===== config.mk =====
export PLATFORM = sky130hd
export DESIGN_NAME = mic_top
export DESIGN_NICKNAME = d
export VERILOG_FILES = /design/src/hdl/mic_pkg.sv /design/src/hdl/mic_elastic_if.sv /design/src/hdl/mic_top.sv /design/src/hdl/mic_elastic.sv
export SDC_FILE = /design/constraint.sdc
export NUM_CORES = 1
export LEC_CHECK = 0
export ABC_AREA = 1
export BUFFER_PORTS_ARGS = -buffer_cell sky130_fd_sc_hd__buf_4
export CAP_MARGIN = 10
export CORE_ASPECT_RATIO = 0.7
export CORE_UTILIZATION = 52
export CTS_BUF_LIST = sky130_fd_sc_hd__clkbuf_16
export DETAILED_ROUTE_END_ITERATION = 8
export GPL_TIMING_DRIVEN = 0
export PLACE_DENSITY = 0.8
export SKIP_CTS_REPAIR_TIMING = 1
export SYNTH_ARGS = -nofsm -noshare
export SYNTH_HDL_FRONTEND = slang
export SYNTH_SLANG_ARGS = --single-unit

===== constraint.sdc =====
create_clock -name hclk -period 2.91 [get_ports hclk]
set_input_delay 0.291 -clock hclk [delete_from_list [all_inputs] [get_ports hclk]]
set_output_delay 0.291 -clock hclk [all_outputs]
set_load 0.005 [all_outputs]

===== src/hdl/mic_pkg.sv =====
// package: register map, field positions, reset values and timing for mic
package mic_pkg;
  // register map (index 0x0017, byte address = 4 * index)
  localparam logic [7:0] MIC_CTRL_IDX = 8'h17;
  localparam logic [9:0] MIC_CTRL_ADDR = {MIC_CTRL_IDX, 2'b00};
  localparam logic [9:0] MIC_IRQ_STAT_ADDR = 10'h0a0;
  localparam logic [9:0] MIC_IRQ_MASK_ADDR = 10'h0a4;
  localparam logic [9:0] MIC_ELAS_ADDR = 10'h0a8;
  // field positions of mac_interface_control
  localparam int MIC_RXDLY_BIT = 12;
  localparam int MIC_TXDLY_BIT = 11;
  localparam int MIC_RGMII_BIT = 9;
  localparam int MIC_CLKSEL_BIT = 7;
  localparam int MIC_RMII_BIT = 5;
  localparam int MIC_REV_BIT = 4;
  localparam int MIC_OVF_BIT = 3;
  localparam int MIC_UNF_BIT = 2;
  // reset values of the non-strap fields
  localparam logic [2:0] MIC_RSV_HI_RST = 3'h2;
  localparam logic MIC_RSV6_RST = 1'b1;
  localparam logic [1:0] MIC_ELAS_RST = 2'h1;
  // timing: internal skew of 2 ns
  localparam int MIC_CLK_PS = 40000;
  localparam int MIC_SKEW_PS = 2000;
  localparam int MIC_SKEW_CYC = (MIC_SKEW_PS + MIC_CLK_PS - 1) / MIC_CLK_PS;
  // interrupt status bit positions
  localparam int MIC_IRQ_OVF = 0;
  localparam int MIC_IRQ_UNF = 1;
  // interface modes
  typedef enum logic [1:0] {MIC_MODE_MII, MIC_MODE_RMII, MIC_MODE_RGMII}
    mic_mode_t;
  // tolerance in bits per elasticity setting
  function automatic logic [2:0] mic_tol_bits(input logic [1:0] sz);
    case (sz)
      2'h0: mic_tol_bits = 3'h5;
      2'h1: mic_tol_bits = 3'h2;
      2'h2: mic_tol_bits = 3'h3;
      default: mic_tol_bits = 3'h4;
    endcase
  endfunction
endpackage


===== src/hdl/mic_elastic_if.sv =====
// interface: elasticity buffer controls and results
`timescale 1ns/1ps
`default_nettype none
interface mic_elastic_if;
  logic [2:0] tol_bits;
  logic enable;
  logic wr_bit;
  logic rd_bit;
  logic ovf;
  logic unf;
  logic [3:0] level;
  modport ctrl (output tol_bits, output enable, output wr_bit,
    output rd_bit, input ovf, input unf, input level);
  modport buf_side (input tol_bits, input enable, input wr_bit,
    input rd_bit, output ovf, output unf, output level);
endinterface
`default_nettype wire


===== src/hdl/mic_top.sv =====
// module: mac interface mode control register with ahb-lite access
//
// Functional notes
// - rx clock delayed one hclk cycle (2 ns skew rounded up) when bit set in rgmii mode
// - tx clock delayed one hclk cycle (2 ns skew rounded up) when bit set in rgmii mode
// - rgmii bit set selects rgmii mode
// - else rmii bit picks rmii or mii
// - clock select: 1 is 50 MHz, 0 is 25
// - strap fields reset from straps, stay writable
// - revision 1.0 holds crs_dv until data ends
// - revision 1.2 toggles crs_dv at packet end
// - overflow bit reads 0 after overflow, cor
// - underflow bit reads 0 after underflow, cor
// - buffer size field sets bit tolerance
// - buffer absorbs rmii clock frequency difference
// - register lives at index 0x0017
`timescale 1ns/1ps
`default_nettype none
module mic_top
  import mic_pkg::*;
(
  // clock and reset
  input wire logic hclk,
  input wire logic hresetn,
  // ahb-lite slave
  input wire logic hsel,
  input wire logic [9:0] haddr,
  input wire logic [1:0] htrans,
  input wire logic hwrite,
  input wire logic [2:0] hsize,
  input wire logic [31:0] hwdata,
  input wire logic hready,
  output logic hreadyout,
  output logic hresp,
  output logic [31:0] hrdata,
  // strap pins, caught after reset release
  input wire logic strap_rx_delay,
  input wire logic strap_tx_delay,
  input wire logic strap_rgmii,
  input wire logic strap_clk_50m,
  input wire logic strap_rmii,
  // receive link: recovered clock and data from the line side
  input wire logic link_clk,
  input wire logic link_rx_data,
  input wire logic link_rx_active,
  // mac-side receive outputs
  output logic rx_clk_out,
  output logic rx_data_out,
  output logic crs_dv,
  // mac-side transmit inputs and the sampled data output
  input wire logic tx_clk_in,
  input wire logic tx_data_in,
  output logic tx_data_sampled,
  // mode outputs
  output mic_mode_t mac_mode,
  output logic ref_clk_50m,
  // interrupt
  output logic irq
);
  // ---------------------------------------------------------------
  // input synchronisers
  // ---------------------------------------------------------------
  logic [4:0] s1_q;
  logic [4:0] s2_q;
  logic [4:0] raw;
  assign raw = {link_clk, link_rx_data, link_rx_active, tx_clk_in,
    tx_data_in};
  // two stages for every link and mac transmit pin; straps are not synchronised
  always_ff @(posedge hclk or negedge hresetn) begin
    if (!hresetn) begin
      s1_q <= 5'h0;
      s2_q <= 5'h0;
    end else begin
      s1_q <= raw;
      s2_q <= s1_q;
    end
  end
  logic lclk;
  logic ldata;
  logic lact;
  logic tclk;
  logic tdata;
  assign {lclk, ldata, lact, tclk, tdata} = s2_q;

  // ---------------------------------------------------------------
  // register fields
  // ---------------------------------------------------------------
  logic [2:0] rsv_hi_q;
  logic rxdly_q;
  logic txdly_q;
  logic rsv10_q;
  logic rgmii_q;
  logic rsv8_q;
  logic clksel_q;
  logic rsv6_q;
  logic rmii_q;
  logic rev_q;
  logic ovf_n_q;
  logic unf_n_q;
  logic [1:0] elas_q;
  logic [1:0] irq_stat_q;
  logic [1:0] irq_mask_q;
  logic strap_done_q;

  // ---------------------------------------------------------------
  // ahb-lite slave
  // ---------------------------------------------------------------
  logic ap_wr_q;
  logic [9:0] ap_addr_q;
  logic take;
  assign take = hsel && hready && htrans[1];
  assign hreadyout = 1'b1; // zero wait states
  assign hresp = 1'b0;
  // latch address phase; data follows next cycle
  always_ff @(posedge hclk or negedge hresetn) begin
    if (!hresetn) begin
      ap_wr_q <= 1'b0;
      ap_addr_q <= 10'h0;
    end else begin
      ap_wr_q <= take && hwrite;
      ap_addr_q <= haddr;
    end
  end
  logic wr_ctrl;
  logic wr_mask;
  logic rd_ctrl;
  logic rd_stat;
  assign wr_ctrl = ap_wr_q && ap_addr_q == MIC_CTRL_ADDR;
  assign wr_mask = ap_wr_q && ap_addr_q == MIC_IRQ_MASK_ADDR;
  // read clears act on the edge that samples hrdata, so no event slips
  // in between the sample and the clear
  assign rd_ctrl = take && !hwrite && haddr == MIC_CTRL_ADDR;
  assign rd_stat = take && !hwrite && haddr == MIC_IRQ_STAT_ADDR;

  // elasticity link
  mic_elastic_if eb ();
  mic_elastic u_elastic (
    .hclk(hclk),
    .hresetn(hresetn),
    .eb(eb)
  );

  // control word as seen by software
  logic [15:0] ctrl_word;
  assign ctrl_word = {rsv_hi_q, rxdly_q, txdly_q, rsv10_q, rgmii_q,
    rsv8_q, clksel_q, rsv6_q, rmii_q, rev_q, ovf_n_q, unf_n_q, elas_q};

  // read data registered in the address-to-data step
  always_ff @(posedge hclk or negedge hresetn) begin
    if (!hresetn) begin
      hrdata <= 32'h0;
    end else if (take && !hwrite) begin
      case (haddr)
        MIC_CTRL_ADDR: hrdata <= {16'h0, ctrl_word};
        MIC_IRQ_STAT_ADDR: hrdata <= {30'h0, irq_stat_q};
        MIC_IRQ_MASK_ADDR: hrdata <= {30'h0, irq_mask_q};
        MIC_ELAS_ADDR: hrdata <= {28'h0, eb.level};
        default: hrdata <= 32'h0;
      endcase
    end
  end

  // writable fields; straps loaded once after reset release
  always_ff @(posedge hclk or negedge hresetn) begin
    if (!hresetn) begin
      strap_done_q <= 1'b0;
      rsv_hi_q <= MIC_RSV_HI_RST;
      rxdly_q <= 1'b0;
      txdly_q <= 1'b0;
      rsv10_q <= 1'b0;
      rgmii_q <= 1'b0;
      rsv8_q <= 1'b0;
      clksel_q <= 1'b0;
      rsv6_q <= MIC_RSV6_RST;
      rmii_q <= 1'b0;
      rev_q <= 1'b0;
      elas_q <= MIC_ELAS_RST;
    end else if (!strap_done_q) begin
      strap_done_q <= 1'b1;
      rxdly_q <= strap_rx_delay;
      txdly_q <= strap_tx_delay;
      rgmii_q <= strap_rgmii;
      clksel_q <= strap_clk_50m;
      rmii_q <= strap_rmii;
    end else if (wr_ctrl) begin
      rsv_hi_q <= hwdata[15:13];
      rxdly_q <= hwdata[MIC_RXDLY_BIT];
      txdly_q <= hwdata[MIC_TXDLY_BIT];
      rsv10_q <= hwdata[10];
      rgmii_q <= hwdata[MIC_RGMII_BIT];
      rsv8_q <= hwdata[8];
      clksel_q <= hwdata[MIC_CLKSEL_BIT];
      rsv6_q <= hwdata[6];
      rmii_q <= hwdata[MIC_RMII_BIT];
      rev_q <= hwdata[MIC_REV_BIT];
      elas_q <= hwdata[1:0];
    end
  end

  // ---------------------------------------------------------------
  // mode decode
  // ---------------------------------------------------------------
  always_comb begin
    if (rgmii_q) begin
      mac_mode = MIC_MODE_RGMII;
    end else if (rmii_q) begin
      mac_mode = MIC_MODE_RMII;
    end else begin
      mac_mode = MIC_MODE_MII;
    end
  end
  assign ref_clk_50m = clksel_q;

  // ---------------------------------------------------------------
  // link clock edges and skew lines
  // ---------------------------------------------------------------
  logic lclk_d_q;
  logic tclk_d_q;
  logic lrise;
  logic trise;
  always_ff @(posedge hclk or negedge hresetn) begin
    if (!hresetn) begin
      lclk_d_q <= 1'b0;
      tclk_d_q <= 1'b0;
    end else begin
      lclk_d_q <= lclk;
      tclk_d_q <= tclk;
    end
  end
  assign lrise = lclk && !lclk_d_q;
  assign trise = tclk && !tclk_d_q;

  // receive clock held back by the skew count when enabled
  logic [MIC_SKEW_CYC-1:0] rxclk_sh_q;
  always_ff @(posedge hclk or negedge hresetn) begin
    if (!hresetn) begin
      rxclk_sh_q <= '0;
      rx_clk_out <= 1'b0;
      rx_data_out <= 1'b0;
    end else begin
      rxclk_sh_q <= MIC_SKEW_CYC'({rxclk_sh_q, lclk});
      rx_data_out <= ldata;
      // delayed clock vs aligned clock
      rx_clk_out <= (rgmii_q && rxdly_q) ? rxclk_sh_q[MIC_SKEW_CYC-1]
        : lclk;
    end
  end

  // tx data sampled on the delayed or aligned clock edge
  logic [MIC_SKEW_CYC-1:0] trise_sh_q;
  always_ff @(posedge hclk or negedge hresetn) begin
    if (!hresetn) begin
      trise_sh_q <= '0;
      tx_data_sampled <= 1'b0;
    end else begin
      trise_sh_q <= MIC_SKEW_CYC'({trise_sh_q, trise});
      if ((rgmii_q && txdly_q) ? trise_sh_q[MIC_SKEW_CYC-1] : trise) begin
        tx_data_sampled <= tdata;
      end
    end
  end

  // ---------------------------------------------------------------
  // rmii receive path: elasticity and crs_dv
  // ---------------------------------------------------------------
  logic rmii_on;
  assign rmii_on = mac_mode == MIC_MODE_RMII;
  assign eb.tol_bits = mic_tol_bits(elas_q);
  assign eb.enable = rmii_on && lact;
  assign eb.wr_bit = lrise; // recovered bits
  assign eb.rd_bit = rmii_on && lact && trise; // mac transmit clock in

  // end of packet: revision 1.0 holds steady, 1.2 toggles while draining
  // drain lasts the bits still held at the centre of the buffer
  logic act_d_q;
  logic [2:0] drain_q;
  logic tog_q;
  logic drop;
  assign drop = act_d_q && !lact && rmii_on;
  always_ff @(posedge hclk or negedge hresetn) begin
    if (!hresetn) begin
      act_d_q <= 1'b0;
      drain_q <= 3'h0;
      tog_q <= 1'b0;
      crs_dv <= 1'b0;
    end else begin
      act_d_q <= lact;
      if (drop) begin
        drain_q <= eb.tol_bits;
      end else if (drain_q != 3'h0 && trise) begin
        drain_q <= drain_q - 3'h1; // one held bit handed over
      end
      if (drop) begin
        tog_q <= 1'b0;
      end else if (trise) begin
        tog_q <= !tog_q;
      end
      if (!rmii_on) begin
        crs_dv <= lact;
      end else if (lact) begin
        crs_dv <= 1'b1;
      end else if (drop) begin
        crs_dv <= rev_q; // 1.0 holds with no gap
      end else if (drain_q != 3'h0) begin
        crs_dv <= rev_q ? 1'b1 : tog_q;
      end else begin
        crs_dv <= 1'b0;
      end
    end
  end

  // ---------------------------------------------------------------
  // status bits and interrupt
  // ---------------------------------------------------------------
  // active-low sticky flags; a new event beats the read clear
  always_ff @(posedge hclk or negedge hresetn) begin
    if (!hresetn) begin
      ovf_n_q <= 1'b1;
      unf_n_q <= 1'b1;
    end else begin
      if (eb.ovf) begin
        ovf_n_q <= 1'b0;
      end else if (rd_ctrl) begin
        ovf_n_q <= 1'b1;
      end
      if (eb.unf) begin
        unf_n_q <= 1'b0;
      end else if (rd_ctrl) begin
        unf_n_q <= 1'b1;
      end
    end
  end

  // interrupt status cleared on read, mask set by software
  always_ff @(posedge hclk or negedge hresetn) begin
    if (!hresetn) begin
      irq_stat_q <= 2'h0;
      irq_mask_q <= 2'h0;
    end else begin
      irq_stat_q <= (rd_stat ? 2'h0 : irq_stat_q) | {eb.unf, eb.ovf};
      if (wr_mask) begin
        irq_mask_q <= hwdata[1:0];
      end
    end
  end
  assign irq = |(irq_stat_q & irq_mask_q);
endmodule
`default_nettype wire


===== src/hdl/mic_elastic.sv =====
// module: occupancy tracker of the rmii receive elasticity buffer
`timescale 1ns/1ps
`default_nettype none
module mic_elastic
  import mic_pkg::*;
(
  // clock and reset
  input wire logic hclk,
  input wire logic hresetn,
  // control and status
  mic_elastic_if.buf_side eb
);
  logic [3:0] fill_q;
  logic [3:0] mid;
  assign mid = {1'b0, eb.tol_bits};
  assign eb.level = fill_q;

  // tracks bits held; centre preload gives +-tol of slip
  always_ff @(posedge hclk or negedge hresetn) begin
    if (!hresetn) begin
      fill_q <= 4'h0;
      eb.ovf <= 1'b0;
      eb.unf <= 1'b0;
    end else begin
      eb.ovf <= 1'b0;
      eb.unf <= 1'b0;
      if (!eb.enable) begin
        fill_q <= mid;
      end else if (eb.wr_bit && !eb.rd_bit) begin
        if (fill_q >= (mid << 1)) begin
          eb.ovf <= 1'b1;
          fill_q <= mid;
        end else begin
          fill_q <= fill_q + 4'h1;
        end
      end else if (eb.rd_bit && !eb.wr_bit) begin
        if (fill_q == 4'h0) begin
          eb.unf <= 1'b1;
          fill_q <= mid;
        end else begin
          fill_q <= fill_q - 4'h1;
        end
      end
    end
  end
endmodule
`default_nettype wire


==> flow_summary_export.csv <==
group,metric,value,unit
outcome,outcome,"finished, final reports clean",
sta,finalCritPeriodShare,0.866,
sta,fmax,0.397,GHz
grt,grtUsageTotal,0.228,
placed_design,pre_cts_ws,0.446,ns
worst_hold_path,timing.hold.worst.start,"tx_data_in",
logic_synthesis,yosysTopAreaCell,"dfrtp_1",
logic_synthesis,synth-async-reset-ratio,1.00,
clocking,path_clk_slew,0.06,ns
power_and_ir_drop,p_total,2.61,mW
critical_path,crit_arrival,2.74,ns
critical_path,end_kind,"register",
drt,vias,2854,
sta,fin_worst_skew,0.00515,ns
layout,layout-drive-gt1-share,0.304,
critical_path,required,3.13,ns
placed_design,placed_cell_area,4240,um^2
sta,setup_ws,0.390,ns
sta,hold-worst-slack,0.0660,ns
logic_synthesis,synth_top_area_frac,0.495,
worst_hold_path,min_path_cells,1,
logic_synthesis,netlist_instances,381,
die,rows,24,
layout,postLayoutCoreUtil,0.702,
sta,hold_viol_final,0,
die,core_area,6460,um^2
layout,fin_cells,568,
sta,rsz0062_at_grt,"no",
drt,drtIter0Drc,129,
clocking,numCtsBuffers,9,
clocking,cts.path.max_buffers,2,
critical_path,startpoint,"elas_q[0]$_DFFE_PN1P_",
drt,drc_errors,0,
placed_design,place_congestion,0.875,
placed_design,dp_hpwl,5440,um
drt,wl_per_cell,13.3,um
logic_synthesis,ys_seq_area_frac,0.532,
sta,setup_tns,0,ns
critical_path,r2r_end,"u_elastic.eb.level[0]$_DFFE_PN0P_",
clocking,cts_tree,"done",
critical_path,start_kind,"register",
power_and_ir_drop,power_density,575,nW/um^2
critical_path,rr_worst_depth,13,
clocking,cts_root_buf,"clkbuf_16",
logic_synthesis,yosys_warnings,0,
sta,worst_pin_slew,0.938,ns
logic_synthesis,yosysUniqueCellTypes,37,
logic_synthesis,synth_flop_cell,"dfrtp_1",
critical_path,r2r_setup_slack,0.39,ns
grt,antenna_found_initial,0,
drt,drt-total-wl,7560,um
logic_synthesis,syn-cell-area,3590,um^2
die,fp.dieW,101,um
power_and_ir_drop,peakVddDrop,0.000353,V
grt,grt_max_degree,77,
grt,grt_pass1_vias,2722,
critical_path,critPathMaxFanout,7,
grt,overflow,0,
worst_hold_path,hold_class,"in2reg",
drt,viasPerCell,5.02,
clocking,clkSinkCount,76,
placed_design,io_buffers,63,
layout,fin_nets,544,
sta,finalSetupViolCount,0,
logic_synthesis,synth_edf_count,0,
logic_synthesis,synthTopCellsByCount,"nand2_1 (87), dfrtp_1 (71), inv_1 (48), buf_4 (19), nand3_1 (19)",
critical_path,path_class,"reg2reg",
die,die_area,7240,um^2
sta,drv_slew,0,
logic_synthesis,synth.area.top_cells,"dfrtp_1 (49%), nand2_1 (9.1%), inv_1 (5.0%)",
logic_synthesis,synth.avg_cell_area,9.42,um^2
die,die_h,71.5,um
layout,diodes,0,
clocking,htreeDepth,3,
critical_path,reg2reg_from,"elas_q[0]$_DFFE_PN1P_",
die,start_util,0.556,
logic_synthesis,synth.most_common_cell,"nand2_1",
placed_design,dp.cells,552,
die,pin_count,104,
clocking,worstSkewPairLatency,0.33,ns
run,drv_cap,0,
drt,drt_pass1_iterations,5,
layout,area_growth,26.3,%
worst_hold_path,holdPathEnd,"s1_q[0]$_DFF_PN0_",
drt,postRouteAntennaNets,0,
power_and_ir_drop,p_leak,2.40,nW
sta,fin_crit,2.52,ns
sta,slew_headroom,0.375,
logic_synthesis,synth.ff_latch_count,76,
grt,grt_pass1_wl,12400,um
layout,fin_area,4530,um^2
==> worst max-delay path, stage by stage, from the launching register on <==
cell	delay, ns
dfstp_2	0.56
inv_1	0.07
ha_1	0.43
ha_1	0.36
a21oi_1	0.25
nand2_1	0.08
nor2_1	0.24
nand2_1	0.09
nand2_1	0.09
nand2_1	0.05
nand2_1	0.06
nand2_1	0.05
nand2_1	0.05
nand2_1	0.04
==> layer usage <==
layer / wire [um] / vias up / GRT usage
met5: 0 / - / 0
met4: 138 / 0 / 0.0853
met3: 508 / 16 / 0.0654
met2: 3590 / 110 / 0.371
met1: 3320 / 1356 / 0.293
li1: - / 1372 / -
==> worst max-delay path by stage <==
| stage | to | slack (ns) | cells after the start |
|---|---|---|---|
| after global placement | u_elastic.eb.level[0]$_DFFE_PN0P_ | 0.50 | 13 |
| final | u_elastic.eb.level[0]$_DFFE_PN0P_ | 0.39 | 13 |
| after detailed placement | u_elastic.eb.level[0]$_DFFE_PN0P_ | 0.45 | 13 |
| after floorplan | u_elastic.eb.level[0]$_DFFE_PN0P_ | 0.77 | 13 |
| after global routing | u_elastic.eb.level[0]$_DFFE_PN0P_ | 0.14 | 13 |
| after CTS | u_elastic.eb.level[0]$_DFFE_PN0P_ | 0.41 | 13 |
==> layout make-up <==
cell class / count / area (um^2)
Fill cell: 495 / 1920
Sequential cell: 76 / 1910
Multi-Input combinational cell: 243 / 1370
Timing Repair Buffer: 63 / 473
Clock buffer: 9 / 225
Inverter: 56 / 210
Buffer: 23 / 166
Tap cell: 91 / 114
Clock inverter: 7 / 67.6
==> cells by family (layout without fill, tap and decap cells) <==
kind of cell    Yosys count  after routing  share of synthesized area
simple gates            142            142                      0.191
buf+inv                  79            158                      0.105
flops                    76             76                      0.532
compound gates           63             63                      0.109
fa+ha+maj                10             10                     0.0349
mux                       6              6                     0.0188
xor+xnor                  3              3                    0.00732
other cells               2             19                    0.00209
==> power breakdown <==
group | internal, mW | switching (mW) | leakage, nW | total, mW
registers | 1.13 | 0.0410 | 0.904 | 1.17
logic | 0.163 | 0.199 | 1.36 | 0.363
clock network | 0.659 | 0.421 | 0.140 | 1.08
total | 1.95 | 0.661 | 2.40 | 2.61
==> state kept, by name (all words and copies together), names as in the netlist, 3 cells and up <==
register	flops
s2_q	5
s1_q	5
u_elastic.eb.level	4
ap_addr_q	10
drain_q	3
rsv_hi_q	3
hrdata	16
==> cells in the final DEF, fill, tap and decap left out, types with 6 or more instances in the layout <==
cell / instances
conb_1: 19
buf_4: 82
o21ai_0: 16
a21oi_1: 8
nand2_1: 87
nor2_1: 13
ha_1: 10
dfrtp_1: 71
o21ai_2: 10
nor2_2: 6
mux2_2: 6
clkbuf_16: 9
o21ai_1: 17
inv_2: 8
inv_1: 48
nand3_1: 19
No activity file was read; power rests on OpenSTA's default activity.
